[src/rtl/fault_flags_pkg.sv]
// Constants, carriers and helper functions for the fault flag block.
// Assumes a 32-bit classic Wishbone slave and 16-bit registers in the low lanes, except the clear register, which uses all four lanes.
package fault_flags_pkg;

    ////////////////////////////////////////////////////////////////////////
    // Widths
    localparam int ADR_W = 8;
    localparam int DAT_W = 32;
    localparam int REG_W = 16;
    localparam int NFLT = 8;
    localparam int SYNC_W = 16;

    ////////////////////////////////////////////////////////////////////////
    // Register indices; the byte address is four times the index
    localparam logic [ADR_W-1:0] IDX_SUPPLY_EN = 8'h08;
    localparam logic [ADR_W-1:0] IDX_BOOST_EN = 8'h0A;
    localparam logic [ADR_W-1:0] IDX_SUPPLY_FLAGS = 8'h0E;
    localparam logic [ADR_W-1:0] IDX_BOOST_FLAGS = 8'h10;
    localparam logic [ADR_W-1:0] IDX_FAULT_CLEAR = 8'h14;

    ////////////////////////////////////////////////////////////////////////
    // Field codes and reset values
    localparam logic [1:0] EN_WR_ON = 2'h3;
    localparam logic [1:0] EN_WR_OFF = 2'h1;
    localparam logic [REG_W-1:0] FLAGS_RESET = 16'h0000;
    localparam logic [REG_W-1:0] SUPPLY_EN_RESET = 16'hAAAA;
    localparam logic [REG_W-1:0] BOOST_EN_RESET = 16'hA028;
    // Even positions: clear bits and the low half of enable fields
    localparam logic [REG_W-1:0] CLR_POS = 16'h5555;
    // Lowest boost pair has no enable field
    localparam logic [NFLT-1:0] BOOST_EN_MASK = 8'hFE;

    ////////////////////////////////////////////////////////////////////////
    // Types
    typedef enum logic [1:0] {BUS_IDLE = 2'b01, BUS_ACK = 2'b10} bus_state_t;

    // Supply fault detectors, highest flag first
    typedef struct packed {
        logic checksum_error;
        logic sync_input_missing;
        logic pump_fault;
        logic pump_part_missing;
        logic input_overcurrent;
        logic regulator_undervolt;
        logic input_overvolt;
        logic input_undervolt;
    } supply_faults_t;

    // Boost fault detectors, highest flag first
    typedef struct packed {
        logic overtemp;
        logic current_resistor_short;
        logic string_resistor_missing;
        logic select_resistor_missing;
        logic freq_resistor_missing;
        logic converter_overcurrent;
        logic converter_overvolt_high;
        logic converter_overvolt_low;
    } boost_faults_t;

    ////////////////////////////////////////////////////////////////////////
    // Functions
    function automatic logic [NFLT-1:0] odd_bits(input logic [REG_W-1:0] x);
        logic [NFLT-1:0] r;
        r = '0;
        for (int k = 0; k < NFLT; k++) r[k] = x[2*k+1];
        return r;
    endfunction : odd_bits

    function automatic logic [NFLT-1:0] even_bits(input logic [REG_W-1:0] x);
        logic [NFLT-1:0] r;
        r = '0;
        for (int k = 0; k < NFLT; k++) r[k] = x[2*k];
        return r;
    endfunction : even_bits

    // Place bit k at position 2k+1, even positions read zero
    function automatic logic [REG_W-1:0] spread(input logic [NFLT-1:0] x);
        logic [REG_W-1:0] r;
        r = '0;
        for (int k = 0; k < NFLT; k++) r[2*k+1] = x[k];
        return r;
    endfunction : spread

    // A pair clears only when flag and clear bit are both written one
    function automatic logic [NFLT-1:0] pair_clear(input logic [REG_W-1:0] w);
        return odd_bits(w) & even_bits(w);
    endfunction : pair_clear

    // Two-bit enable fields: 3h turns on, 1h turns off, others keep
    function automatic logic [NFLT-1:0] apply_enable(input logic [NFLT-1:0] old,
                                                    input logic [REG_W-1:0] w);
        logic [NFLT-1:0] r;
        r = old;
        for (int k = 0; k < NFLT; k++) begin
            if ({w[2*k+1], w[2*k]} == EN_WR_ON) r[k] = 1'b1;
            else if ({w[2*k+1], w[2*k]} == EN_WR_OFF) r[k] = 1'b0;
        end
        return r;
    endfunction : apply_enable

    // Byte address of a register index
    function automatic logic [ADR_W-1:0] reg_addr(input logic [ADR_W-1:0] idx);
        return {idx[ADR_W-3:0], 2'b00};
    endfunction : reg_addr

endpackage : fault_flags_pkg

[src/rtl/fault_sync.sv]
// Two-stage synchroniser for the raw fault detector levels.
// Assumes the detectors are asynchronous levels held for at least two clocks.
`timescale 1ns/1ps
`default_nettype none
module fault_sync import fault_flags_pkg::*; (
    input wire logic CLK,
    input wire logic RSTN,
    input wire logic CE,
    input wire logic [SYNC_W-1:0] D,
    output logic [SYNC_W-1:0] Q
);

    // First stage, read only by the second stage
    logic [SYNC_W-1:0] meta;

    ////////////////////////////////////////////////////////////////////////
    // Both stages freeze with the clock enable
    always_ff @(posedge CLK or negedge RSTN) begin
        if (!RSTN) begin
            meta <= '0;
            Q <= '0;
        end else if (CE) begin
            meta <= D;
            Q <= meta;
        end
    end

endmodule : fault_sync
`default_nettype wire

[src/rtl/fault_status_flags.sv]
// Sticky supply and boost fault flags with paired clears and one interrupt.
// Assumes a classic Wishbone master on CLK and asynchronous detector levels.
//
// Our own choice: register access over Wishbone.
`timescale 1ns/1ps
`default_nettype none
module fault_status_flags import fault_flags_pkg::*; (
    input wire logic CLK,
    input wire logic RSTN,
    input wire logic CE,
    input wire logic WB_CYC_I,
    input wire logic WB_STB_I,
    input wire logic WB_WE_I,
    input wire logic [ADR_W-1:0] WB_ADR_I,
    input wire logic [3:0] WB_SEL_I,
    input wire logic [DAT_W-1:0] WB_DAT_I,
    output logic [DAT_W-1:0] WB_DAT_O,
    output logic WB_ACK_O,
    input wire supply_faults_t SUPPLY_FAULT_DET,
    input wire boost_faults_t BOOST_FAULT_DET,
    output logic IRQ
);

    ////////////////////////////////////////////////////////////////////////
    // Declarations
    bus_state_t state; // Bus slave state
    logic req; // Cycle and strobe both high
    logic commit; // Write takes effect this edge
    logic hit_sen; // Supply enable selected
    logic hit_ben; // Boost enable selected
    logic hit_sup; // Supply flags selected
    logic hit_bst; // Boost flags selected
    logic hit_clr; // Clear register selected
    logic [REG_W-1:0] wd16; // Lane-masked low half
    logic [DAT_W-1:0] wd32; // Lane-masked full word
    logic [DAT_W-1:0] rd_data; // Read image of selected word
    logic [SYNC_W-1:0] sync_det; // Detectors after two flops
    supply_faults_t sync_sup; // Synchronised supply detectors
    boost_faults_t sync_bst; // Synchronised boost detectors
    logic [NFLT-1:0] det_sup; // Supply set terms by flag index
    logic [NFLT-1:0] det_bst; // Boost set terms by flag index
    logic [NFLT-1:0] supply_flags; // Recorded supply faults
    logic [NFLT-1:0] boost_flags; // Recorded boost faults
    logic [NFLT-1:0] sup_clr; // Supply flags cleared this edge
    logic [NFLT-1:0] bst_clr; // Boost flags cleared this edge
    logic [NFLT-1:0] next_supply; // Supply flags after this edge
    logic [NFLT-1:0] next_boost; // Boost flags after this edge
    logic [NFLT-1:0] supply_en; // Supply interrupt enables
    logic [NFLT-1:0] boost_en; // Boost interrupt enables
    logic [NFLT-1:0] next_supply_en; // Supply enables after this edge
    logic [NFLT-1:0] next_boost_en; // Boost enables after this edge
    logic [REG_W-1:0] sup_view; // Supply flags as read
    logic [REG_W-1:0] bst_view; // Boost flags as read

    ////////////////////////////////////////////////////////////////////////
    // Detector synchronisation
    // Detectors are analog comparators outside this clock domain
    fault_sync u_sync (
        .CLK(CLK),
        .RSTN(RSTN),
        .CE(CE),
        .D({SUPPLY_FAULT_DET, BOOST_FAULT_DET}),
        .Q(sync_det)
    );

    assign sync_sup = supply_faults_t'(sync_det[SYNC_W-1:NFLT]);
    assign sync_bst = boost_faults_t'(sync_det[NFLT-1:0]);

    // Flag k of each group sits at register bit 2k+1
    assign det_sup = {
        sync_sup.checksum_error,
        sync_sup.sync_input_missing,
        sync_sup.pump_fault,
        sync_sup.pump_part_missing,
        sync_sup.input_overcurrent,
        sync_sup.regulator_undervolt,
        sync_sup.input_overvolt,
        sync_sup.input_undervolt
    };

    assign det_bst = {
        sync_bst.overtemp,
        sync_bst.current_resistor_short,
        sync_bst.string_resistor_missing,
        sync_bst.select_resistor_missing,
        sync_bst.freq_resistor_missing,
        sync_bst.converter_overcurrent,
        sync_bst.converter_overvolt_high,
        sync_bst.converter_overvolt_low
    };

    ////////////////////////////////////////////////////////////////////////
    // Wishbone decode
    assign req = WB_CYC_I && WB_STB_I;
    assign hit_sen = (WB_ADR_I == reg_addr(IDX_SUPPLY_EN));
    assign hit_ben = (WB_ADR_I == reg_addr(IDX_BOOST_EN));
    assign hit_sup = (WB_ADR_I == reg_addr(IDX_SUPPLY_FLAGS));
    assign hit_bst = (WB_ADR_I == reg_addr(IDX_BOOST_FLAGS));
    assign hit_clr = (WB_ADR_I == reg_addr(IDX_FAULT_CLEAR));

    // Unselected lanes write zero, which is a no-op everywhere
    assign wd16 = WB_DAT_I[REG_W-1:0] & {{8{WB_SEL_I[1]}}, {8{WB_SEL_I[0]}}};
    assign wd32 = WB_DAT_I & {{8{WB_SEL_I[3]}}, {8{WB_SEL_I[2]}},
                              {8{WB_SEL_I[1]}}, {8{WB_SEL_I[0]}}};

    // Writes land on the edge where the master sees ack
    assign commit = CE && req && WB_WE_I && (state == BUS_ACK);

    // Ack is a decode of the state flop, high for one cycle
    assign WB_ACK_O = (state == BUS_ACK);

    ////////////////////////////////////////////////////////////////////////
    // Bus slave state: one wait cycle, then ack
    always_ff @(posedge CLK or negedge RSTN) begin
        if (!RSTN) begin
            state <= BUS_IDLE;
        end else if (CE) begin
            case (state)
                // Take a new request
                BUS_IDLE: begin
                    if (req) state <= BUS_ACK;
                end
                // Always drop ack after one cycle
                BUS_ACK: begin
                    state <= BUS_IDLE;
                end
                default: begin
                    state <= BUS_IDLE;
                end
            endcase
        end
    end

    ////////////////////////////////////////////////////////////////////////
    // Read image
    assign sup_view = spread(supply_flags);
    assign bst_view = spread(boost_flags);

    // Clear bits always read zero; unmapped words read zero
    always_comb begin
        rd_data = '0;
        if (hit_sup) begin
            rd_data[REG_W-1:0] = sup_view;
        end else if (hit_bst) begin
            rd_data[REG_W-1:0] = bst_view;
        end else if (hit_sen) begin
            rd_data[REG_W-1:0] = spread(supply_en);
        end else if (hit_ben) begin
            rd_data[REG_W-1:0] = spread(boost_en);
        end
    end

    // Read data is captured as ack rises and holds until the next read request
    always_ff @(posedge CLK or negedge RSTN) begin
        if (!RSTN) begin
            WB_DAT_O <= '0;
        end else if (CE && req && !WB_WE_I && (state == BUS_IDLE)) begin
            WB_DAT_O <= rd_data;
        end
    end

    ////////////////////////////////////////////////////////////////////////
    // Clear decode: pair write in the flag word, or the clear register
    always_comb begin
        sup_clr = '0;
        bst_clr = '0;
        if (commit && hit_sup) begin
            sup_clr = pair_clear(wd16);
        end
        if (commit && hit_bst) begin
            bst_clr = pair_clear(wd16);
        end
        if (commit && hit_clr) begin
            sup_clr = sup_clr | odd_bits(wd32[REG_W-1:0]);
            bst_clr = bst_clr | odd_bits(wd32[DAT_W-1:REG_W]);
        end
    end

    // set wins over a clear in the same cycle
    assign next_supply = (supply_flags & ~sup_clr) | det_sup;
    assign next_boost = (boost_flags & ~bst_clr) | det_bst;

    ////////////////////////////////////////////////////////////////////////
    // Sticky flags
    always_ff @(posedge CLK or negedge RSTN) begin
        if (!RSTN) begin
            supply_flags <= odd_bits(FLAGS_RESET);
            boost_flags <= odd_bits(FLAGS_RESET);
        end else if (CE) begin
            supply_flags <= next_supply;
            boost_flags <= next_boost;
        end
    end

    ////////////////////////////////////////////////////////////////////////
    // Interrupt enables
    // Next values feed IRQ too, so an enable write moves IRQ on its own commit edge
    always_comb begin
        next_supply_en = supply_en;
        next_boost_en = boost_en;
        if (commit && hit_sen) begin
            next_supply_en = apply_enable(supply_en, wd16);
        end
        if (commit && hit_ben) begin
            // The lowest boost pair has no enable field, so it never raises IRQ
            next_boost_en = apply_enable(boost_en, wd16) & BOOST_EN_MASK;
        end
    end

    // Enable flops follow their next values
    always_ff @(posedge CLK or negedge RSTN) begin
        if (!RSTN) begin
            supply_en <= odd_bits(SUPPLY_EN_RESET);
            boost_en <= odd_bits(BOOST_EN_RESET) & BOOST_EN_MASK;
        end else if (CE) begin
            supply_en <= next_supply_en;
            boost_en <= next_boost_en;
        end
    end

    ////////////////////////////////////////////////////////////////////////
    // Interrupt output
    // Built from next values so it tracks the flags on the same edge
    always_ff @(posedge CLK or negedge RSTN) begin
        if (!RSTN) begin
            IRQ <= 1'b0;
        end else if (CE) begin
            IRQ <= |(next_supply & next_supply_en) || |(next_boost & next_boost_en & BOOST_EN_MASK);
        end
    end
endmodule : fault_status_flags
`default_nettype wire

[config.mk]
export PLATFORM = sky130hd
export DESIGN_NAME = fault_status_flags
export DESIGN_NICKNAME = d
export VERILOG_FILES = /design/src/rtl/fault_flags_pkg.sv /design/src/rtl/fault_sync.sv /design/src/rtl/fault_status_flags.sv
export SDC_FILE = /design/constraint.sdc
export NUM_CORES = 1
export LEC_CHECK = 0
export BUFFER_PORTS_ARGS = -buffer_cell sky130_fd_sc_hd__buf_2
export CORE_MARGIN = 2
export CORE_UTILIZATION = 55
export CTS_BUF_LIST = sky130_fd_sc_hd__clkbuf_2
export DETAILED_ROUTE_END_ITERATION = 8
export PLACE_DENSITY = 0.87
export SKIP_LAST_GASP = 1
export SYNTH_ARGS = -nofsm -noshare
export SYNTH_HDL_FRONTEND = slang
export SYNTH_SLANG_ARGS = --single-unit
[constraint.sdc]
create_clock -name CLK -period 2.9 [get_ports CLK]
set_clock_uncertainty 0.1 [all_clocks]
set_input_delay 0.58 -clock CLK [delete_from_list [all_inputs] [get_ports CLK]]
set_output_delay 0.58 -clock CLK [all_outputs]
set_load 0.02 [all_outputs]
* After elaboration in Yosys (flattened, before gate mapping)
Index checks and enable logic that the tools add are counted.
** Word-level totals
- Input port bits :: 66
- Register bits after elaboration :: 83
- Output and inout port bits :: 34
- Logic and storage cells :: 104
** Cells by class
- Reduce and logical (&&, ||, !) cells :: 16
- Eq/ne operators :: 24
- Multiplexer cells :: 42
- Bitwise gates (word level) :: 13
** Operators by type and width (number)
- $mux W16 :: 4
- $mux W8 :: 6
- $and A8 B8 Y8 :: 5
- $and A32 B32 Y32 :: 1
- $or A8 B8 Y8 :: 4
- $mux W1 :: 30
- $eq A8 B6 Y1 const B :: 3
- $eq A2 B1 Y1 const B :: 9
- $eq A2 B2 Y1 const B :: 9
- $and A16 B16 Y16 :: 1
- $eq A8 B7 Y1 const B :: 2
- $not A8 Y8 :: 2
- $logic_and A1 B1 Y1 :: 11
- $reduce_or A8 Y1 :: 1
- $reduce_or A7 Y1 :: 1
- $mux W2 :: 2
- $ne A2 B2 Y1 const B :: 1
- $reduce_and A2 Y1 :: 1
- $logic_not A1 Y1 :: 1
- $logic_or A1 B1 Y1 :: 1

* Longest topological paths before layout
- Depth in word-level cells :: 14
- Depth in mapped cells :: 11
- Mapped depth without buffers :: 7

* Hierarchy
Synthesis repeated with hierarchy kept, for this count alone.
** Second synthesis, totals
- Cell total of the unflattened synthesis :: 363
- Area total of the unflattened synthesis :: 4105.2 µm²
** By module, submodules not included
- fault_status_flags :: instances 1, cells an instance 295, area an instance 2760.1 µm²
- fault_sync :: instances 1, cells an instance 68, area an instance 1345.0 µm²

* Least setup slack after synthesis
OpenSTA, ideal clock, no wires.
- Path kind :: input to register
- Start :: in WB_ADR_I[2]
- End :: reg IRQ
- Path buffers :: 0
- Data required time :: 2657 ps
- Arrival time :: 2319 ps
- Path slack :: 338 ps
- Library setup time :: 143 ps
- Cell stages on the path :: 7
- Cells stage by stage :: nor4_4 -> and4_4 -> and3_4 -> mux2_4 -> a2111o_1 -> a2111oi_2 -> a31oi_1
** On the way
- Word-level cells in the longest chain between the ends :: 11
** RTL lines
- from (decl) :: RTL line fault_status_flags.sv:14 : input wire logic [ADR_W-1:0] WB_ADR_I,
- $eq A8 B6 Y1 / $eq A8 B7 Y1 (equally long branches) :: RTL line fault_status_flags.sv:97, fault_status_flags.sv:98
- $logic_and A1 B1 Y1, on equally long branches :: RTL line fault_status_flags.sv:167, fault_status_flags.sv:170
- $mux W8, on equally long branches :: RTL line fault_status_flags.sv:167, fault_status_flags.sv:170
- $or A8 B8 Y8, on equally long branches :: RTL line fault_status_flags.sv:174, fault_status_flags.sv:175
- $mux W8 :: RTL line fault_status_flags.sv:173 : if (commit && hit_clr) begin
- $not A8 Y8, on equally long branches :: RTL line fault_status_flags.sv:180, fault_status_flags.sv:181
- $and A8 B8 Y8, on equally long branches :: RTL line fault_status_flags.sv:180, fault_status_flags.sv:181
- $or A8 B8 Y8, on equally long branches :: RTL line fault_status_flags.sv:180, fault_status_flags.sv:181
- $and A8 B8 Y8 :: RTL line fault_status_flags.sv:228 : IRQ <= |(next_supply & next_supply_en) || |(next_boost & next_boost_en & BOOST_EN_MASK);
- $reduce_or A8 Y1 / $reduce_or A7 Y1 (equally long branches) :: RTL line fault_status_flags.sv:228
- $logic_or A1 B1 Y1 (*) :: RTL line fault_status_flags.sv:228
- to (signal assigned) :: RTL line fault_status_flags.sv:228
- to (decl) :: RTL line fault_status_flags.sv:21 : output logic IRQ
Every way passes the cells marked *; elsewhere a longest branch is shown, timed or not.
A chain may end at the register's enable or synchronous reset.

* Final worst setup path
- Start :: reg state[0]
- End :: reg IRQ
** On the way
- Word-level cells in the longest chain between the ends :: 12
** RTL lines
- from (decl) :: RTL line fault_status_flags.sv:26 : bus_state_t state;
- from (signal assigned) :: RTL line fault_status_flags.sv:116 : state <= BUS_IDLE;
- from (signal assigned) :: RTL line fault_status_flags.sv:121 : if (req) state <= BUS_ACK;
- from (signal assigned) :: RTL line fault_status_flags.sv:125 : state <= BUS_IDLE;
- $eq A2 B2 Y1 (*) :: RTL line fault_status_flags.sv:107 : assign commit = CE && req && WB_WE_I && (state == BUS_ACK);
- $logic_and A1 B1 Y1 (*) :: RTL line fault_status_flags.sv:107
- $logic_and A1 B1 Y1, on equally long branches :: RTL line fault_status_flags.sv:167, fault_status_flags.sv:170
- $mux W8, on equally long branches :: RTL line fault_status_flags.sv:167, fault_status_flags.sv:170
- $or A8 B8 Y8, on equally long branches :: RTL line fault_status_flags.sv:174, fault_status_flags.sv:175
- $mux W8 :: RTL line fault_status_flags.sv:173
- $not A8 Y8, on equally long branches :: RTL line fault_status_flags.sv:180, fault_status_flags.sv:181
- $and A8 B8 Y8, on equally long branches :: RTL line fault_status_flags.sv:180, fault_status_flags.sv:181
- $or A8 B8 Y8, on equally long branches :: RTL line fault_status_flags.sv:180, fault_status_flags.sv:181
- $and A8 B8 Y8 :: RTL line fault_status_flags.sv:228
- $reduce_or A8 Y1 / $reduce_or A7 Y1 (equally long branches) :: RTL line fault_status_flags.sv:228
- $logic_or A1 B1 Y1 (*) :: RTL line fault_status_flags.sv:228
Marks and branches as above.

==> parameters.txt <==
Parameter                              Value

Outcome
  Result of the run    completed

Worst setup path
  Setup slack on the worst flop-to-flop path    340 ps
  Critical-path cell list    and3b_1 > and4_4 > and3_4 > mux2_4 > a2111o_1 > a2111oi_2 > a31oi_1
  Delay contributed by the slowest stage of the critical path    430 ps
  Crit path arrival time    2870 ps
  Cell with the largest stage delay on the worst path    dfstp_2
  Reg-to-Reg End    IRQ
  Startpoint of the lowest-slack register-to-register path    state[0]
  Required time reported for the critical path endpoint    3210 ps
  FF-to-FF path depth    7
  Critical Path Sink Type    flop
  CP max FO    8
  Crit path max-delay family    simple AND/OR/NAND/NOR gates
  Crit. path cell count    7
  Worst setup path class    flop to flop
  Worst setup SP type    flop
  Buffers & Inverters on Critical Path    0

Clock tree
  CTS max path bufs    2
  Number of post-CTS setup repair buffers    0
  # resized after CTS    0
  Clock tree from TritonCTS    built
  Clock transition at the registers of the reported paths    210 ps
  Count of hold buffers inserted by post-cts repair    1
  Clock root buffer    clkbuf_2
  Clock insertion delay at the later pin of the skew report    530 ps
  Cts bufs inserted    9
  Clock sink total    75
  Number of H-tree branching levels    3

Worst hold path
  Hold-critical path depth    2
  Min-Delay Startpoint    BOOST_FAULT_DET[5]
  Hold EP    u_sync.meta[5]
  Hold Crit Class    primary input to flop

Placed design
  Placer Congestion    0.9103
  Quantity of I/O buffers inserted on ports    67
  Placed wire-length estimate after detailed placement    7107 um
  Worst setup slack before clock tree synthesis    -51.20 ps

STA
  Final Cycle Share    0.8837
  Max_slew headroom    0.5977
  Final Worst Setup Slack    337.4 ps
  Highest Clock Rate    390.2 MHz
  Least-Margin Pin Slew    603.5 ps
  Crit path time final    2563 ps
  RSZ-0062 raised after global routing    false
  Worst-case hold slack    156.0 ps
  Final-report setup violation count    0
  Hold Fails Final Rpt    0
  Final Slew Violations    0

Synthesis
  Number of unique standard cell types used by synthesis    54
  Most common flop cell mapped by yosys    dfrtp_1
  Post-synthesis cell type with the largest combined area    dfrtp_1
  Most frequent cells after synthesis    dfrtp_1 (62), nand2_1 (46), mux2_2 (45)
  Number of synthesized flops with an enable pin    0
  Ys async rst share    1.000
  Post-synthesis instance total    370
  Area of the mapped netlist    3924 um2
  Most instantiated library cell after synthesis    dfrtp_1
  Average size of a mapped cell    10.60 um2
  Number of warning messages in the yosys log    0
  Area share of the largest cell type after synthesis    0.3954
  Number of synthesized register bits    75
  Most area-consuming cells after synthesis    dfrtp_1 (40%), mux2_2 (13%), dfstp_2 (8.7%)
  Share of synthesized area occupied by flip-flops and latches    0.4825

Final layout
  Area growth, synth to finish    14.38%
  Number of diodes    0
  Fraction of layout cells with a size suffix above 1    0.3833
  NumNets Final    515
  Register cell area after layout    1893 um2
  Layout filler cell count    566
  Area of combinational cells with multiple inputs    1795 um2
  Post-Route Utilization    0.6570

Die
  Initial core utilization    0.5744
  Overall die height    88.47 um
  Core Area    6832 um2
  Standard-cell row count    30
  Die width    88.47 um
  DIE AREA    7826 um2
  Top Ports    100

Route
  Count of TritonRoute iterations in the first routing pass    5
  Iteration-0 DRC count of the detailed router    218
  Routed Antenna Nets    0
  Post-DR wirelength/cell    17.36 um
  Vias/cell    5.827
  DRT Wirelength    9547 um
  Residual DRC count    0
  Detailed-route via count    3205

Power and ir drop
  Peak supply drop    0.3797 mV
  Cell Pwr Density    489.0 nW/um2
  Final total power    2.194 mW
  Leak Pwr    1.987 nW

Global route
  Overall Global Routing Usage    0.2640
  Overflow after GRT    0
  Maximum number of pins on one net before global-route repair    52
  Initial antenna violation count    0
  First-pass GRT wire length    15350 um
  Number of global-route vias before repair    3046

Job
  Max-capacitance violation count    0
metrics by stage:
step,cells,setup TNS [ps],instance area (um2)
6_report,550,0,4488
5_1_grt,550,0,4488
4_1_cts,550,0,4488
3_5_place_dp,533,-51.20,4344
3_3_place_gp,533,0,4344
2_1_floorplan,393,0,4010
cells in the final DEF (no fill, tap or decap), types with 2 or more instances in the layout:
cell type  instances
o211ai_1           5
nand4_1            7
a22oi_1            4
a31oi_1           11
mux2_2            45
dfrtp_1           62
clkbuf_2          11
nor4b_2            2
nor4b_1            2
nor2_1            26
clkinv_2           2
a21oi_1           20
dfstp_2           13
buf_2             67
and4_1             2
and3_4             2
conb_1            24
o21ai_0           15
nand2_1           46
buf_4             18
a21o_1             2
nand3_1            8
bufinv_16          2
o21a_1             2
a222oi_1           7
and2_1             4
o221a_2            2
inv_1             12
a211o_1            2
worst reg2reg max path, cell delays in order (launching register included):
cell,delay (ps)
dfstp_2,430
and3b_1,350
and4_4,280
and3_4,190
mux2_4,300
a2111o_1,410
a2111oi_2,260
a31oi_1,120
cells by family after synthesis:
kind of cell,share of synthesized area
AND/OR/NAND/NOR,0.1569
AO/OA/AOI/OAI,0.1422
flip-flops,0.4825
buffers and inverters,0.08195
multiplexers,0.1355
other,0.0009557
area by class of cell:
| class | count | share of cell area |
|---|---|---|
| multi-input combinational | 264 | 0.4001 |
| clock buffer | 11 | 0.01227 |
| sequential | 75 | 0.4218 |
| clock inverter | 5 | 0.01756 |
| inverter | 12 | 0.01004 |
| timing repair buffer | 87 | 0.1115 |
| tap | 96 | 0.02676 |
power by group:
part           internal (mW)  switching [mW]  total, mW
clock                  0.291           0.366      0.657
sequential              1.14          0.0634       1.20
combinational          0.136           0.199      0.335
worst max path at each step:
stage	start	endpoint	slack (ps)
floorplan	WB_ADR_I[2]	IRQ	340
global placement	WB_ADR_I[2]	IRQ	6
detailed placement	WB_ADR_I[2]	IRQ	-50
CTS	state[0]	IRQ	330
global route	state[0]	IRQ	110
finish	state[0]	IRQ	340
metal layers:
metal / share of wire / track usage
met1: 0.42 / 0.3696
met2: 0.45 / 0.3944
met3: 0.091 / 0.05317
met4: 0.037 / 0.1295
met5: 0 / 0
registers in the layout, indices dropped and copies added, names as in the netlist:
| signal | flops |
|---|---|
| u_sync.Q | 16 |
| supply_flags | 8 |
| boost_en | 8 |
| boost_flags | 8 |
| WB_DAT_O | 8 |
| IRQ | 1 |
| u_sync.meta | 16 |
| state | 2 |
| supply_en | 8 |
(Power assumes the default switching activity.)
